## src/verilog/card_session_defs.vh

```
// Constants for the smart card session controller: register offsets,
// field positions, reset values and timing counts.
// Assumes a 250 MHz core clock; every count below is derived from it.
`ifndef CARD_SESSION_DEFS_VH
`define CARD_SESSION_DEFS_VH

// Core clock rate in MHz.
`define CLK_MHZ 250
// Power-on lockout after the digital supply becomes good, in ms.
`define LOCKOUT_TIME_MS 10
// Sized to the timer so that no parameter takes a wider value: 10 ms at 250 MHz.
`define LOCKOUT_CYCLES 24'h2625A0
// Duration of each sequencer step, in ns (least time, rounded up).
`define STEP_TIME_NS 1000
// Sized to the timer as well: 1000 ns at 250 MHz.
`define STEP_CYCLES 24'h0000FA
// Width of the sequencer timer.
`define TIMER_W 24

// Register byte offsets.
`define REG_STATUS 4'h0
`define REG_EVENT 4'h4
`define REG_MASK 4'h8

// Status register fields.
`define ST_SESSION_BIT 0
`define ST_PRESENT_BIT 1
`define ST_FAULT_N_BIT 2
`define ST_READY_BIT 3
`define ST_VCC5_BIT 4

// Event and mask register fields.
`define EV_ACT_DONE_BIT 0
`define EV_DEACT_DONE_BIT 1
`define EV_FAULT_BIT 2
`define EV_PRESENCE_BIT 3
`define EV_W 4
`define MASK_RESET 4'h0

`endif

```

## src/verilog/sync_flops.v

```verilog
// Two-flop synchroniser for a group of level signals.
// Assumes inputs may change at any time relative to mclk.
`default_nettype none

module sync_flops #(
  parameter W = 3
) (
  // Clock and reset
  input wire mclk,
  input wire arst_n,
  // Data
  input wire [W-1:0] din,
  output reg [W-1:0] dout
);

  reg [W-1:0] meta_reg;

  // The first stage feeds only the second stage, so metastability has a full cycle to settle.
  always @(posedge mclk or negedge arst_n) begin
    if (!arst_n) begin
      meta_reg <= {W{1'b1}};
      dout <= {W{1'b1}};
    end else begin
      meta_reg <= din;
      dout <= meta_reg;
    end
  end

endmodule // sync_flops

`default_nettype wire

```

## src/verilog/card_session_ctrl.v

```verilog
// Session control and supervision for a single-slot asynchronous smart card interface,
// with an Avalon-MM register slave and one level interrupt.
// Assumes arst_n comes from the digital supply supervisor and card status inputs are
// synchronous to mclk; the three host pins are asynchronous.
`default_nettype none
`include "card_session_defs.vh"

module card_session_ctrl #(
  parameter [`TIMER_W-1:0] LOCKOUT_CYCLES = `LOCKOUT_CYCLES
) (
  // Clock and reset
  input wire mclk,
  input wire arst_n,
  // Host control pins
  input wire session_request_n,
  input wire host_card_reset_req,
  input wire card_supply_select,
  output reg fault_ind_n,
  // Card side status from the analog front end
  input wire card_present,
  input wire vcc_valid,
  input wire vdd_fault,
  input wire over_current,
  // Card side controls
  output reg card_vcc_en,
  output reg card_vcc_5v,
  output reg card_io_rx_en,
  output reg card_clk_en,
  output reg card_rst,
  // Avalon-MM slave
  input wire [3:0] avs_address,
  input wire avs_read,
  input wire avs_write,
  input wire [31:0] avs_writedata,
  output reg [31:0] avs_readdata,
  output reg avs_waitrequest,
  // Interrupt
  output reg irq
);

  localparam [`TIMER_W-1:0] STEP_CYCLES = `STEP_CYCLES;
  localparam [9:0] ST_LOCK = 10'h001;
  localparam [9:0] ST_IDLE = 10'h002;
  localparam [9:0] ST_RAMP = 10'h004;
  localparam [9:0] ST_IO = 10'h008;
  localparam [9:0] ST_CLK = 10'h010;
  localparam [9:0] ST_ACT = 10'h020;
  localparam [9:0] ST_DRST = 10'h040;
  localparam [9:0] ST_DCLK = 10'h080;
  localparam [9:0] ST_DIO = 10'h100;
  localparam [9:0] ST_DVCC = 10'h200;

  wire req_n_sync, rst_req_sync, sel_sync;
  reg req_n_prev_reg;
  reg [9:0] state_reg;
  reg [9:0] state_next;
  reg [`TIMER_W-1:0] timer_reg;
  reg [`TIMER_W-1:0] timer_next;
  reg fault_latch_reg;
  reg present_prev_reg;
  reg present_armed_reg;
  reg [`EV_W-1:0] event_reg;
  reg [`EV_W-1:0] mask_reg;
  reg [`EV_W-1:0] event_set;
  reg [31:0] rdata_next;
  wire req_fall, tmr_zero, in_session, vcc_checked;
  wire fault_now, ramp_fail, abort, ack, fault_ind_n_next;

  // Host pins cross into the mclk domain before any use.
  sync_flops #(
    .W(3)
  ) u_host_sync (
    .mclk(mclk),
    .arst_n(arst_n),
    .din({session_request_n, host_card_reset_req, card_supply_select}),
    .dout({req_n_sync, rst_req_sync, sel_sync})
  );

  // Edge of the synchronised request, one pulse per falling edge.
  assign req_fall = req_n_prev_reg & ~req_n_sync;
  assign tmr_zero = (timer_reg == {`TIMER_W{1'b0}});

  // A session spans the states between the start of activation and the start of teardown.
  assign in_session = |(state_reg & (ST_RAMP | ST_IO | ST_CLK | ST_ACT));
  assign vcc_checked = |(state_reg & (ST_IO | ST_CLK | ST_ACT));
  // Faults count only inside a session with the request still low.
  assign fault_now = in_session & ~req_n_sync &
    (~card_present | vdd_fault | over_current | (vcc_checked & ~vcc_valid));
  // The supply is checked once at the end of the ramp step.
  assign ramp_fail = (state_reg == ST_RAMP) & tmr_zero & ~vcc_valid & ~req_n_sync;
  // Host release or any fault tears the session down.
  assign abort = req_n_sync | fault_now;

  // Next state of the sequencer.
  always @* begin
    state_next = state_reg;
    case (state_reg)
      ST_LOCK: begin
        if (tmr_zero) begin
          state_next = ST_IDLE;
        end
      end
      ST_IDLE: begin
        if (vdd_fault) begin
          state_next = ST_LOCK;
        end else if (req_fall && card_present) begin
          state_next = ST_RAMP;
        end
      end
      ST_RAMP: begin
        if (abort) begin
          state_next = ST_DRST;
        end else if (ramp_fail) begin
          state_next = ST_DVCC;
        end else if (tmr_zero) begin
          state_next = ST_IO;
        end
      end
      ST_IO: begin
        if (abort) begin
          state_next = ST_DRST;
        end else if (tmr_zero) begin
          state_next = ST_CLK;
        end
      end
      ST_CLK: begin
        // With the reset request high the clock waits for its fall.
        if (abort) begin
          state_next = ST_DRST;
        end else if (tmr_zero && !rst_req_sync) begin
          state_next = ST_ACT;
        end
      end
      ST_ACT: begin
        if (abort) begin
          state_next = ST_DRST;
        end
      end
      ST_DRST: begin
        if (tmr_zero) begin
          state_next = ST_DCLK;
        end
      end
      ST_DCLK: begin
        if (tmr_zero) begin
          state_next = ST_DIO;
        end
      end
      ST_DIO: begin
        if (tmr_zero) begin
          state_next = ST_DVCC;
        end
      end
      ST_DVCC: begin
        if (tmr_zero) begin
          state_next = ST_IDLE;
        end
      end
      default: begin
        state_next = ST_LOCK;
      end
    endcase
  end

  // The timer reloads on every state change; lockout uses the long count.
  always @* begin
    timer_next = tmr_zero ? timer_reg : timer_reg - {{(`TIMER_W-1){1'b0}}, 1'b1};
    if (state_next != state_reg) begin
      timer_next = (state_next == ST_LOCK) ? LOCKOUT_CYCLES : STEP_CYCLES;
    end
  end

  // Indication line: presence while the request is high, fault while it is low.
  assign fault_ind_n_next = req_n_sync ? card_present :
    ~(fault_latch_reg | fault_now | ramp_fail);

  // Sequencer state, card outputs and indication line.
  always @(posedge mclk or negedge arst_n) begin
    if (!arst_n) begin
      state_reg <= ST_LOCK;
      timer_reg <= LOCKOUT_CYCLES;
      req_n_prev_reg <= 1'b1;
      fault_latch_reg <= 1'b0;
      fault_ind_n <= 1'b0;
      card_vcc_en <= 1'b0;
      card_vcc_5v <= 1'b0;
      card_io_rx_en <= 1'b0;
      card_clk_en <= 1'b0;
      card_rst <= 1'b0;
    end else begin
      state_reg <= state_next;
      timer_reg <= timer_next;
      req_n_prev_reg <= req_n_sync;
      // The fault stays reported until the host ends the session.
      if (req_n_sync) begin
        fault_latch_reg <= 1'b0;
      end else if (fault_now || ramp_fail) begin
        fault_latch_reg <= 1'b1;
      end
      fault_ind_n <= fault_ind_n_next;
      if (state_reg == ST_IDLE && state_next == ST_RAMP) begin
        card_vcc_5v <= sel_sync;
      end
      // Outputs follow the next state so each step changes exactly at its own edge.
      card_vcc_en <= |(state_next & (ST_RAMP | ST_IO | ST_CLK | ST_ACT |
        ST_DRST | ST_DCLK | ST_DIO));
      card_io_rx_en <= |(state_next & (ST_IO | ST_CLK | ST_ACT | ST_DRST | ST_DCLK));
      card_clk_en <= |(state_next & (ST_ACT | ST_DRST));
      card_rst <= (state_next == ST_ACT) & rst_req_sync;
    end
  end

  // Events raised this cycle.
  always @* begin
    event_set = {`EV_W{1'b0}};
    event_set[`EV_ACT_DONE_BIT] = (state_next == ST_ACT) && (state_reg != ST_ACT);
    event_set[`EV_DEACT_DONE_BIT] = (state_reg == ST_DVCC) && (state_next == ST_IDLE);
    event_set[`EV_FAULT_BIT] = fault_ind_n & ~fault_ind_n_next & ~req_n_sync;
    event_set[`EV_PRESENCE_BIT] = (present_prev_reg ^ card_present) & present_armed_reg;
  end

  // Bus answer comes one cycle after the request is seen.
  assign ack = (avs_read | avs_write) & avs_waitrequest;

  // Read data mux; unmapped offsets read as zero.
  always @* begin
    rdata_next = 32'h00000000;
    case (avs_address)
      `REG_STATUS: begin
        rdata_next[`ST_SESSION_BIT] = in_session;
        rdata_next[`ST_PRESENT_BIT] = card_present;
        rdata_next[`ST_FAULT_N_BIT] = fault_ind_n;
        rdata_next[`ST_READY_BIT] = (state_reg == ST_IDLE);
        rdata_next[`ST_VCC5_BIT] = card_vcc_5v;
      end
      `REG_EVENT: begin
        rdata_next[`EV_W-1:0] = event_reg;
      end
      `REG_MASK: begin
        rdata_next[`EV_W-1:0] = mask_reg;
      end
      default: begin
        rdata_next = 32'h00000000;
      end
    endcase
  end

  // Register slave, sticky events and interrupt.
  always @(posedge mclk or negedge arst_n) begin
    if (!arst_n) begin
      avs_waitrequest <= 1'b1;
      avs_readdata <= 32'h00000000;
      event_reg <= {`EV_W{1'b0}};
      mask_reg <= `MASK_RESET;
      present_prev_reg <= 1'b0;
      present_armed_reg <= 1'b0;
      irq <= 1'b0;
    end else begin
      avs_waitrequest <= ~ack;
      present_prev_reg <= card_present;
      present_armed_reg <= 1'b1; // The first edge after reset holds no true change.
      if (ack && avs_read) begin
        avs_readdata <= rdata_next;
      end
      if (ack && avs_write && avs_address == `REG_MASK) begin
        mask_reg <= avs_writedata[`EV_W-1:0];
      end
      // A read of the event register clears the events, but one arriving in the same cycle survives.
      if (ack && avs_read && avs_address == `REG_EVENT) begin
        event_reg <= event_set;
      end else begin
        event_reg <= event_reg | event_set;
      end
      irq <= |((event_reg | event_set) & mask_reg);
    end
  end

endmodule // card_session_ctrl

`default_nettype wire

```

## config.mk

```make
export PLATFORM = sky130hd
export DESIGN_NAME = card_session_ctrl
export DESIGN_NICKNAME = d
export VERILOG_FILES = /design/src/verilog/sync_flops.v /design/src/verilog/card_session_ctrl.v
export VERILOG_INCLUDE_DIRS = /design/src /design/src/verilog
export SDC_FILE = /design/constraint.sdc
export NUM_CORES = 1
export LEC_CHECK = 0
export ABC_AREA = 1
export ABC_CLOCK_PERIOD_IN_PS = 2550
export BUFFER_PORTS_ARGS = -buffer_cell sky130_fd_sc_hd__buf_2
export CAP_MARGIN = 20
export CORE_ASPECT_RATIO = 0.6
export CORE_MARGIN = 8
export CORE_UTILIZATION = 42
export CTS_CLUSTER_DIAMETER = 60
export CTS_CLUSTER_SIZE = 30
export DETAILED_ROUTE_END_ITERATION = 12
export PLACE_DENSITY = 0.73
export SLEW_MARGIN = 40
export SYNTH_ARGS = -nofsm -noshare
export SYNTH_HDL_FRONTEND = slang
export SYNTH_SLANG_ARGS = --single-unit
```

## constraint.sdc

```tcl
create_clock -name mclk -period 2.55 [get_ports mclk]
set_input_delay 0.51 -clock mclk [delete_from_list [all_inputs] [get_ports mclk]]
set_output_delay 0.51 -clock mclk [all_outputs]
set_load 0.05 [all_outputs]
```

Word-level counts from Yosys, hierarchy flattened
Index checks and enable logic that the tools add are counted.

Bits in registers: 65. Input bits: 47. Word-level logic and storage cells: 112. Memories: 0. ROM bits: 0. Bits in latches: 0. Bits in writable memories: 0.

Add/sub/neg operators: 1. Muxes and demuxes: 24. Div/mod/pow operators: 0. Shift operators: 0. Bitwise logic cells: 28. Eq/ne operators: 19. Multipliers: 0. Reductions and logical operators: 21. $lt $le $gt $ge: 0.

Operators by type and width (count): 2-to-1 mux 10 bit (14); one-hot mux 10 bit (9 select lines) (1); 2-to-1 mux 24 bit (2); zero test 24 bit (1); subtractor 24 x 1 -> 24 bit, second input constant (1); 2-to-1 mux 22 bit (1); == test 10 x 1 -> 1 bit, second input constant (2); == test 10 x 2 -> 1 bit, second input constant (2); == test 10 x 3 -> 1 bit, second input constant (2); == test 10 x 6 -> 1 bit, second input constant (2); bitwise AND 1 bit (12); one-hot mux 4 bit (3 select lines) (1); == test 10 bit, second input constant (1); == test 10 x 4 -> 1 bit, second input constant (1); == test 10 x 5 -> 1 bit, second input constant (1); == test 10 x 7 -> 1 bit, second input constant (1); == test 10 x 8 -> 1 bit, second input constant (1); == test 10 x 9 -> 1 bit, second input constant (1); inequality test 10 bit (1); inequality test 10 x 6 -> 1 bit, second input constant (1); logical AND 1 bit (9); OR reduction 4 bit (2); bitwise OR 1 bit (7); OR reduction 7 bit (1); 16 further kinds (25).

Logic depth before layout (Yosys ltp)
Gate-level depths: netlist (run 1).

Word-level depth: 15. Depth in mapped cells: 19. Depth with buffers taken out: 19.

Cells and area by module
From an unflattened synthesis (run 1), not the netlist that was laid out.

Cells, all modules: 492. Area total of the unflattened synthesis: 3882.5 um^2.

Modules (own cells, without submodules): card_session_ctrl (cells an instance 486, area each 3724.8 um^2, times used 1, sequential area each 1490.2 um^2); sync_flops (cells an instance 6, area each 157.7 um^2, times used 1, sequential area each 157.7 um^2).

Worst setup path before layout (run 1)
No wires, ideal clock.

Path kind: reg-to-reg. Start: register timer_reg[0]. End: register timer_reg[4]. Data arrival time: 2.050 ns. Cell stages (with the launch flop): 20. Slack: 0.387 ns. Setup time: 0.113 ns. Path through: dfrtp_1 -> inv_1 -> ha_1 -> nand2_2 -> nor2_4 -> nand2_2 -> nor2_4 -> nand2_2 -> nand2_1 -> nand2_1 -> inv_2 -> nand2_1 -> nand2_1 -> nand2_1 -> nor2_4 -> nand3_4 -> inv_2 -> nand2_1 -> nand2_1 -> inv_1.

Cells in the longest elaborated chain, start to end: 10. Elaborated cells on any way between the ends: 24. Classes of those cells: add/sub (1); eq/ne (3); mux (15); bitwise (3); reduce/logical (2).

Ends and longest elaborated chain: from (decl) (line card_session_ctrl.v:57) `` reg [`TIMER_W-1:0] timer_reg; ``; from (signal assigned) (line card_session_ctrl.v:192) `timer_reg <= timer_next;`; zero test 24 bit * (line card_session_ctrl.v:81) `` assign tmr_zero = (timer_reg == {`TIMER_W{1'b0}}); ``; bitwise AND 1 bit (3 in series) (line card_session_ctrl.v:90) `assign ramp_fail = (state_reg == ST_RAMP) & tmr_zero & ~vcc_valid & ~req_n_sync;`; 2-to-1 mux 10 bit (line card_session_ctrl.v:113) `end else if (ramp_fail) begin`; 2-to-1 mux 10 bit (line card_session_ctrl.v:111) `if (abort) begin`; one-hot mux 10 bit (9 select lines) * (line card_session_ctrl.v:97) `case (state_reg)`; via state_next[5] (line card_session_ctrl.v:56) `reg [9:0] state_next;`; == test 10 x 1 -> 1 bit (line card_session_ctrl.v:169) `timer_next = (state_next == ST_LOCK) ? LOCKOUT_CYCLES : STEP_CYCLES;`; 2-to-1 mux 22 bit (line card_session_ctrl.v:169); 2-to-1 mux 24 bit (line card_session_ctrl.v:168) `if (state_next != state_reg) begin`.

The timed path passes the listed nets; every way through them passes the cells marked *. The select of a mux whose other input is x is not followed. A chain may end at the register's enable or synchronous reset.

Worst setup path after layout (run 1)
Start: register state_reg[4]. End: register timer_reg[2].

Cells in the longest elaborated chain, start to end: 9. Elaborated cells on any way between the ends: 39. Classes of those cells: eq/ne (12); mux (16); bitwise (8); reduce/logical (3).

Ends and longest elaborated chain: from (decl) (line card_session_ctrl.v:55) `reg [9:0] state_reg;`; from (signal assigned) (line card_session_ctrl.v:191) `state_reg <= state_next;`; == test 10 x 3 -> 1 bit / OR reduction 3 bit (equally long branches) (line card_session_ctrl.v:90, card_session_ctrl.v:97, card_session_ctrl.v:85); bitwise AND 1 bit, on equally long branches (line card_session_ctrl.v:90, card_session_ctrl.v:88); bitwise AND 1 bit / bitwise OR 1 bit (equally long branches) (line card_session_ctrl.v:90, card_session_ctrl.v:88); bitwise AND 1 bit, on equally long branches (line card_session_ctrl.v:90, card_session_ctrl.v:87); 2-to-1 mux 10 bit / bitwise OR 1 bit (equally long branches) (line card_session_ctrl.v:113, card_session_ctrl.v:92); 2-to-1 mux 10 bit, on equally long branches; one-hot mux 10 bit (9 select lines) (line card_session_ctrl.v:97); inequality test 10 bit * (line card_session_ctrl.v:168); inequality test 2 x 1 -> 1 bit (no line) / 2-to-1 mux 24 bit (equally long branches).

Mark *: on every way between the ends. The rest lies on a longest branch, timed or not.

==> flow_summary.json, run 1 <==
{
  "ys_types": 42,
  "place_inst": 659,
  "ir_worst_vdd_mv": 0.333,
  "track_usage_pct": 15.3,
  "wl_um": 9730,
  "start_util_pct": 43.0,
  "cts.clk_slew.worst_paths_ps": 50,
  "vias": 3419,
  "p_seq_share_pct": 44.7,
  "ys_seq_elements": 65,
  "placement.io_buffers": 31,
  "die_y_um": 90.9,
  "min_period_over_period_pct": 94.6,
  "tritoncts": "done",
  "antenna_found_initial": 0,
  "die_x_um": 141,
  "ios": 87,
  "largest_register_ffs": 24,
  "dieArea_mm2": 0.0128,
  "min_period_ps": 2410,
  "grt_pass1_wl_um": 15600,
  "grt_max_degree": 66,
  "cts_sinks": 65,
  "synth_seq_area_share_pct": 42.0,
  "avgSynthCellArea_um2": 7.85,
  "synth_area_mm2": 0.00393,
  "drt_iter0_markers": 386,
  "insertion_delay_ps": 330,
  "n_antenna_cell": 0,
  "ys_warn_count": 0,
  "grt_pass1_vias": 3127,
  "path_class": "reg2reg",
  "vias_per_cell": 5.02,
  "fin_hold_ws_ps": 180,
  "syn_inst": 500,
  "cts-buffers-inserted": 9,
  "core_mm2": 0.00912,
  "drv_cap": 0,
  "ys_async_sr_fraction_pct": 100,
  "synth_top_flop_cell": "dfrtp_1",
  "endpoint_kind": "flop",
  "drc": 0,
  "wire_per_inst_um": 14.3,
  "hpwl_um": 7360,
  "dpl_cell_area_mm2": 0.00425,
  "root_buffer": "clkbuf_16",
  "hold_class": "in2async",
  "num_rows": 27,
  "htreeDepth": 3,
  "power.total_mw": 2.48,
  "hold_viol": 0,
  "finalNetCount": 608,
  "status": "completed",
  "power_leakage_nw": 2.38,
  "synth_edf_count": 0,
  "clockBufferDepth": 2,
  "setup_violations": 0,
  "critPathLaunchType": "flop",
  "setup-tns-final_ps": 0,
  "power_density_mw_per_mm2": 534,
  "internal-power_mw": 1.82,
  "crit_fanout": 7,
  "dpl_worst_slack_ps": 32.4,
  "fin_util_pct": 50.9,
  "ant_nets": 0,
  "gp_congestion": 0.950,
  "grt.overflow.total": 0,
  "worst_clock_skew_ps": 11.6,
  "fmax_mhz": 415,
  "area_growth_pct": 18.2,
  "pwr-share-clk_pct": 44.6,
  "switching_power_mw": 0.659,
  "final-max-slew-violation-count": 0,
  "swShare_pct": 26.6,
  "drt-pass1-iter-count": 6,
  "fin_cells": 681,
  "crit_required_ps": 2790,
  "fin_ws_ps": 138,
  "stdcell_area_mm2": 0.00464,
  "drive_above_1_share_pct": 28.1,
  "cp.arrival_ps": 2650,
  "pwr-share-comb_pct": 10.7
}
-- cell usage after synthesis, types with 2 or more instances --
cell type	count	area (um2)
a21oi_1	8	40.0
buf_2	3	15.0
buf_4	27	203
buf_6	2	22.5
conb_1	2	7.51
dfrtp_1	48	1200
dfstp_2	17	447
inv_1	44	165
inv_2	8	30.0
mux2_2	4	45.0
nand2_1	112	420
nand2_2	9	56.3
nand3_1	26	130
nand3_2	5	50.1
nand4_1	18	113
nor2_1	54	203
nor2_2	21	131
nor2_4	5	56.3
nor3_1	15	75.1
nor4_1	2	12.5
o21ai_0	24	120
or2_2	5	31.3
xnor2_1	9	78.8
xor2_1	14	123
-- power groups by stage --
| stage | sequential, mW | clock [mW] | combinational, mW |
|---|---|---|---|
| floorplan | 1.16 | 0 | 0.181 |
| global placement | 1.12 | 0 | 0.261 |
| detailed placement | 1.12 | 0 | 0.266 |
| CTS | 1.11 | 1.13 | 0.266 |
| global route | 1.11 | 1.17 | 0.286 |
| finish | 1.11 | 1.10 | 0.265 |
-- final cells by class --
type	instances	area, um2
clock buffer	13	250
clock inverter	3	17.5
fill	873	4480
inverter	52	198
multi-input combinational	376	2000
sequential	65	1650
tap	116	145
timing repair buffer	56	379
-- routing by layer --
layer  GRT usage, %  up-vias  routed length, um  part of all wire [%]
li1               -     1683                  -                     -
met1           23.1     1567               4720                    49
met2           20.1      162               3920                    40
met3           4.12        7                980                    10
met4           5.34        0                105                   1.1
met5              0        -                  0                     0
-- final timing paths --
check	startpoint	to	slack, ps	depth (start not counted)
setup / recovery	state_reg[4]	timer_reg[2]	140	13
hold / removal	arst_n	mask_reg[3]	180	2
setup reg to reg	state_reg[4]	timer_reg[2]	140	13
hold reg to reg	u_host_sync.meta_reg[0]	u_host_sync.dout[0]	350	0
max in group asynchronous	arst_n	avs_waitrequest	2030	2
min in group mclk	session_request_n	u_host_sync.meta_reg[2]	280	1
-- what timing repair did --
item	4_1_cts	5_1_grt
setup endpoints to repair	0	26
hold buffers	0	0
resized for setup	0	23
setup buffers	0	6
-- logic make-up after synthesis --
kind of cell | Yosys count | synth area share, %
mux | 4 | 1.15
compound gates | 43 | 6.31
other cells | 2 | 0.191
buf+inv | 85 | 11.2
fa+ha+maj | 1 | 0.319
simple gates | 277 | 33.7
flops | 65 | 42.0
xor+xnor | 23 | 5.13
-- worst max-delay path: stages (launching register included) --
cell     delay [ps]
dfrtp_1         430
inv_1           120
nand2_1         180
nor2_1           80
o21ai_0         200
nand2_1          90
nor2_1          240
nand3_2         150
nand3_2          90
nand3_2         100
nor2_4          170
nand3_4         180
buf_6           170
nor3_1          120
-- cells in the final DEF (no fill, tap or decap), types with 10 or more instances in the layout --
cell type  count
nor2_1        48
buf_2         31
dfrtp_1       48
conb_1        28
nor3_1        13
inv_1         42
nand4_1       18
nand2_1      110
nand3_1       26
dfstp_2       17
xor2_1        14
o21ai_0       24
nand2_2       10
nor2_2        23
buf_4         20
No activity file was read; power rests on OpenSTA's default activity.
==> run 2, diff against run 1 <==
--- a/config.mk
+++ b/config.mk
@@ -10,7 +10,7 @@
 export ABC_CLOCK_PERIOD_IN_PS = 2550
 export BUFFER_PORTS_ARGS = -buffer_cell sky130_fd_sc_hd__buf_2
 export CAP_MARGIN = 20
-export CORE_ASPECT_RATIO = 0.6
+export CORE_ASPECT_RATIO = 1.25
 export CORE_MARGIN = 8
 export CORE_UTILIZATION = 42
 export CTS_CLUSTER_DIAMETER = 60
==> run 2 against run 1 <==
Count of clock-buffer cells in the layout fell by 4. Sequential share of layout area down 1.1 points. Flip-flop and latch count stayed put. Via count up 1.3%. Clock skew down 1.8 ps. First-iteration DRC count down 59%.
==> flow_summary.json, run 2 (synthesis gave the netlist of run 1 again) <==
{
  "status": "completed",
  "dpl_worst_slack_ps": 86.4,
  "drc": 0,
  "die_x_um": 102,
  "crit_fanout": 7,
  "path_class": "reg2reg",
  "ant_nets": 0,
  "gp_congestion": 0.933,
  "grt.overflow.total": 0,
  "track_usage_pct": 16.1,
  "slew_headroom_pct": 62.0,
  "drv_cap": 0,
  "hold_buffers": 0,
  "hold_viol": 0,
  "critPathLaunchType": "flop",
  "dpl_cell_area_mm2": 0.00424,
  "cts.clk_slew.worst_paths_ps": 60,
  "drt_iter0_markers": 158,
  "setup-tns-final_ps": 0,
  "vias_per_cell": 4.98,
  "hold_class": "in2async",
  "power.total_mw": 2.62,
  "crit_required_ps": 2780,
  "power_leakage_nw": 2.47,
  "n_antenna_cell": 0,
  "area_growth_pct": 22.5,
  "endpoint_kind": "flop",
  "p_seq_share_pct": 42.2,
  "worst_slew_pin_slew_ps": 570,
  "num_rows": 39,
  "final-max-slew-violation-count": 0,
  "hpwl_um": 7220,
  "critPathLaunch": "timer_reg[6]",
  "largest_register_ffs": 24,
  "rr_startpoint": "timer_reg[6]",
  "fin_ws_ps": 190,
  "die_y_um": 124,
  "pwr-share-clk_pct": 47.6,
  "root_buffer": "clkbuf_16",
  "power_density_mw_per_mm2": 546,
  "fill_cells": 855,
  "tritoncts": "done",
  "drt-pass1-iter-count": 4,
  "start_util_pct": 43.0,
  "worst_clock_skew_ps": 9.83,
  "htreeDepth": 3,
  "min_period_over_period_pct": 92.6,
  "switching_power_mw": 0.723,
  "layout_common_cells": "nand2_1 (106), nor2_1 (47), dfrtp_1 (44)",
  "fmax_mhz": 424,
  "antenna_found_initial": 0,
  "m1WireLength_um": 3820,
  "ir_worst_vdd_mv": 0.547,
  "highest_layer": "met4",
  "swShare_pct": 27.6,
  "drive_above_1_share_pct": 31.6,
  "vias": 3463,
  "grt_pass1_wl_um": 16000,
  "min_period_ps": 2360,
  "clockBufferDepth": 2,
  "cts-buffers-inserted": 9,
  "ios": 87,
  "dieArea_mm2": 0.0127,
  "placement.io_buffers": 31,
  "finalNetCount": 615,
  "layout_commonest_cell": "nand2_1",
  "internal-power_mw": 1.90,
  "wl_um": 9780,
  "stdcell_area_mm2": 0.00481,
  "routed-wl-met2_um": 5250,
  "grt_max_degree": 42,
  "wire_per_inst_um": 14.1,
  "insertion_delay_ps": 340,
  "pwr-share-comb_pct": 10.1,
  "cp.arrival_ps": 2590,
  "dr_wl_met3_um": 387,
  "grt_pass1_vias": 3462,
  "multi_input_area_mm2": 0.00206,
  "seq_area_mm2": 0.00165,
  "cts_sinks": 65,
  "core_mm2": 0.00913,
  "setup_violations": 0,
  "fin_util_pct": 52.7
}
[run 2: critical path, stage by stage (launching register included)]
cell,delay (ps)
dfrtp_2,430
nor2_4,140
nand2_2,90
nor2_4,170
nand2_4,70
nor2_4,240
nand2_2,100
nand2_2,80
nand2_4,50
inv_2,60
nand2_1,50
nand2_1,70
nand2_2,80
nor2_4,150
buf_4,130
buf_4,120
nand4_1,90
nand2_1,70
nand2_1,50
[run 2: power by group through the flow]
stage / registers (mW) / logic, mW / clock network, mW
final: 1.11 / 0.266 / 1.25
after global routing: 1.11 / 0.289 / 1.32
after CTS: 1.11 / 0.266 / 1.28
after detailed placement: 1.12 / 0.265 / 0
after global placement: 1.12 / 0.263 / 0
after floorplan: 1.16 / 0.181 / 0
[run 2: what timing repair did]
action                     4_1_cts  5_1_grt
hold endpoints to repair         0        0
buffers inserted                 0       14
gates resized for setup          0       41
setup endpoints to repair        0       25
[run 2: per-layer routing]
layer  global-route usage [%]  up-vias
met5                        0        -
met4                     8.74        0
met3                     4.19       25
met2                     28.4       76
met1                     17.3     1664
li1                         -     1698
[run 2: cell type report]
| class | instances | area share [%] |
|---|---|---|
| clock buffers | 9 | 4.68 |
| clock inverters | 7 | 1.61 |
| inverters | 52 | 4.19 |
| multi-input cells | 376 | 42.8 |
| flip-flops and latches | 65 | 34.4 |
| well taps | 123 | 3.20 |
| repair buffers | 63 | 9.18 |
[run 2: worst paths after layout]
path                                      endpoint  slack [ps]  cells after the start
setup / recovery                      timer_reg[1]         190                     18
hold / removal                         card_clk_en         170                      1
setup reg to reg                      timer_reg[1]         190                     18
hold reg to reg                u_host_sync.dout[0]         360                      0
max in group asynchronous  u_host_sync.meta_reg[0]        1710                      2
min in group mclk          u_host_sync.meta_reg[0]         260                      1
[run 2: stage by stage]
step                      hold WS [ps]  std cells
after floorplan                    214        526
after CTS                          178        680
after global placement             346        664
final                              170        695
after detailed placement           348        664
after global routing               224        695
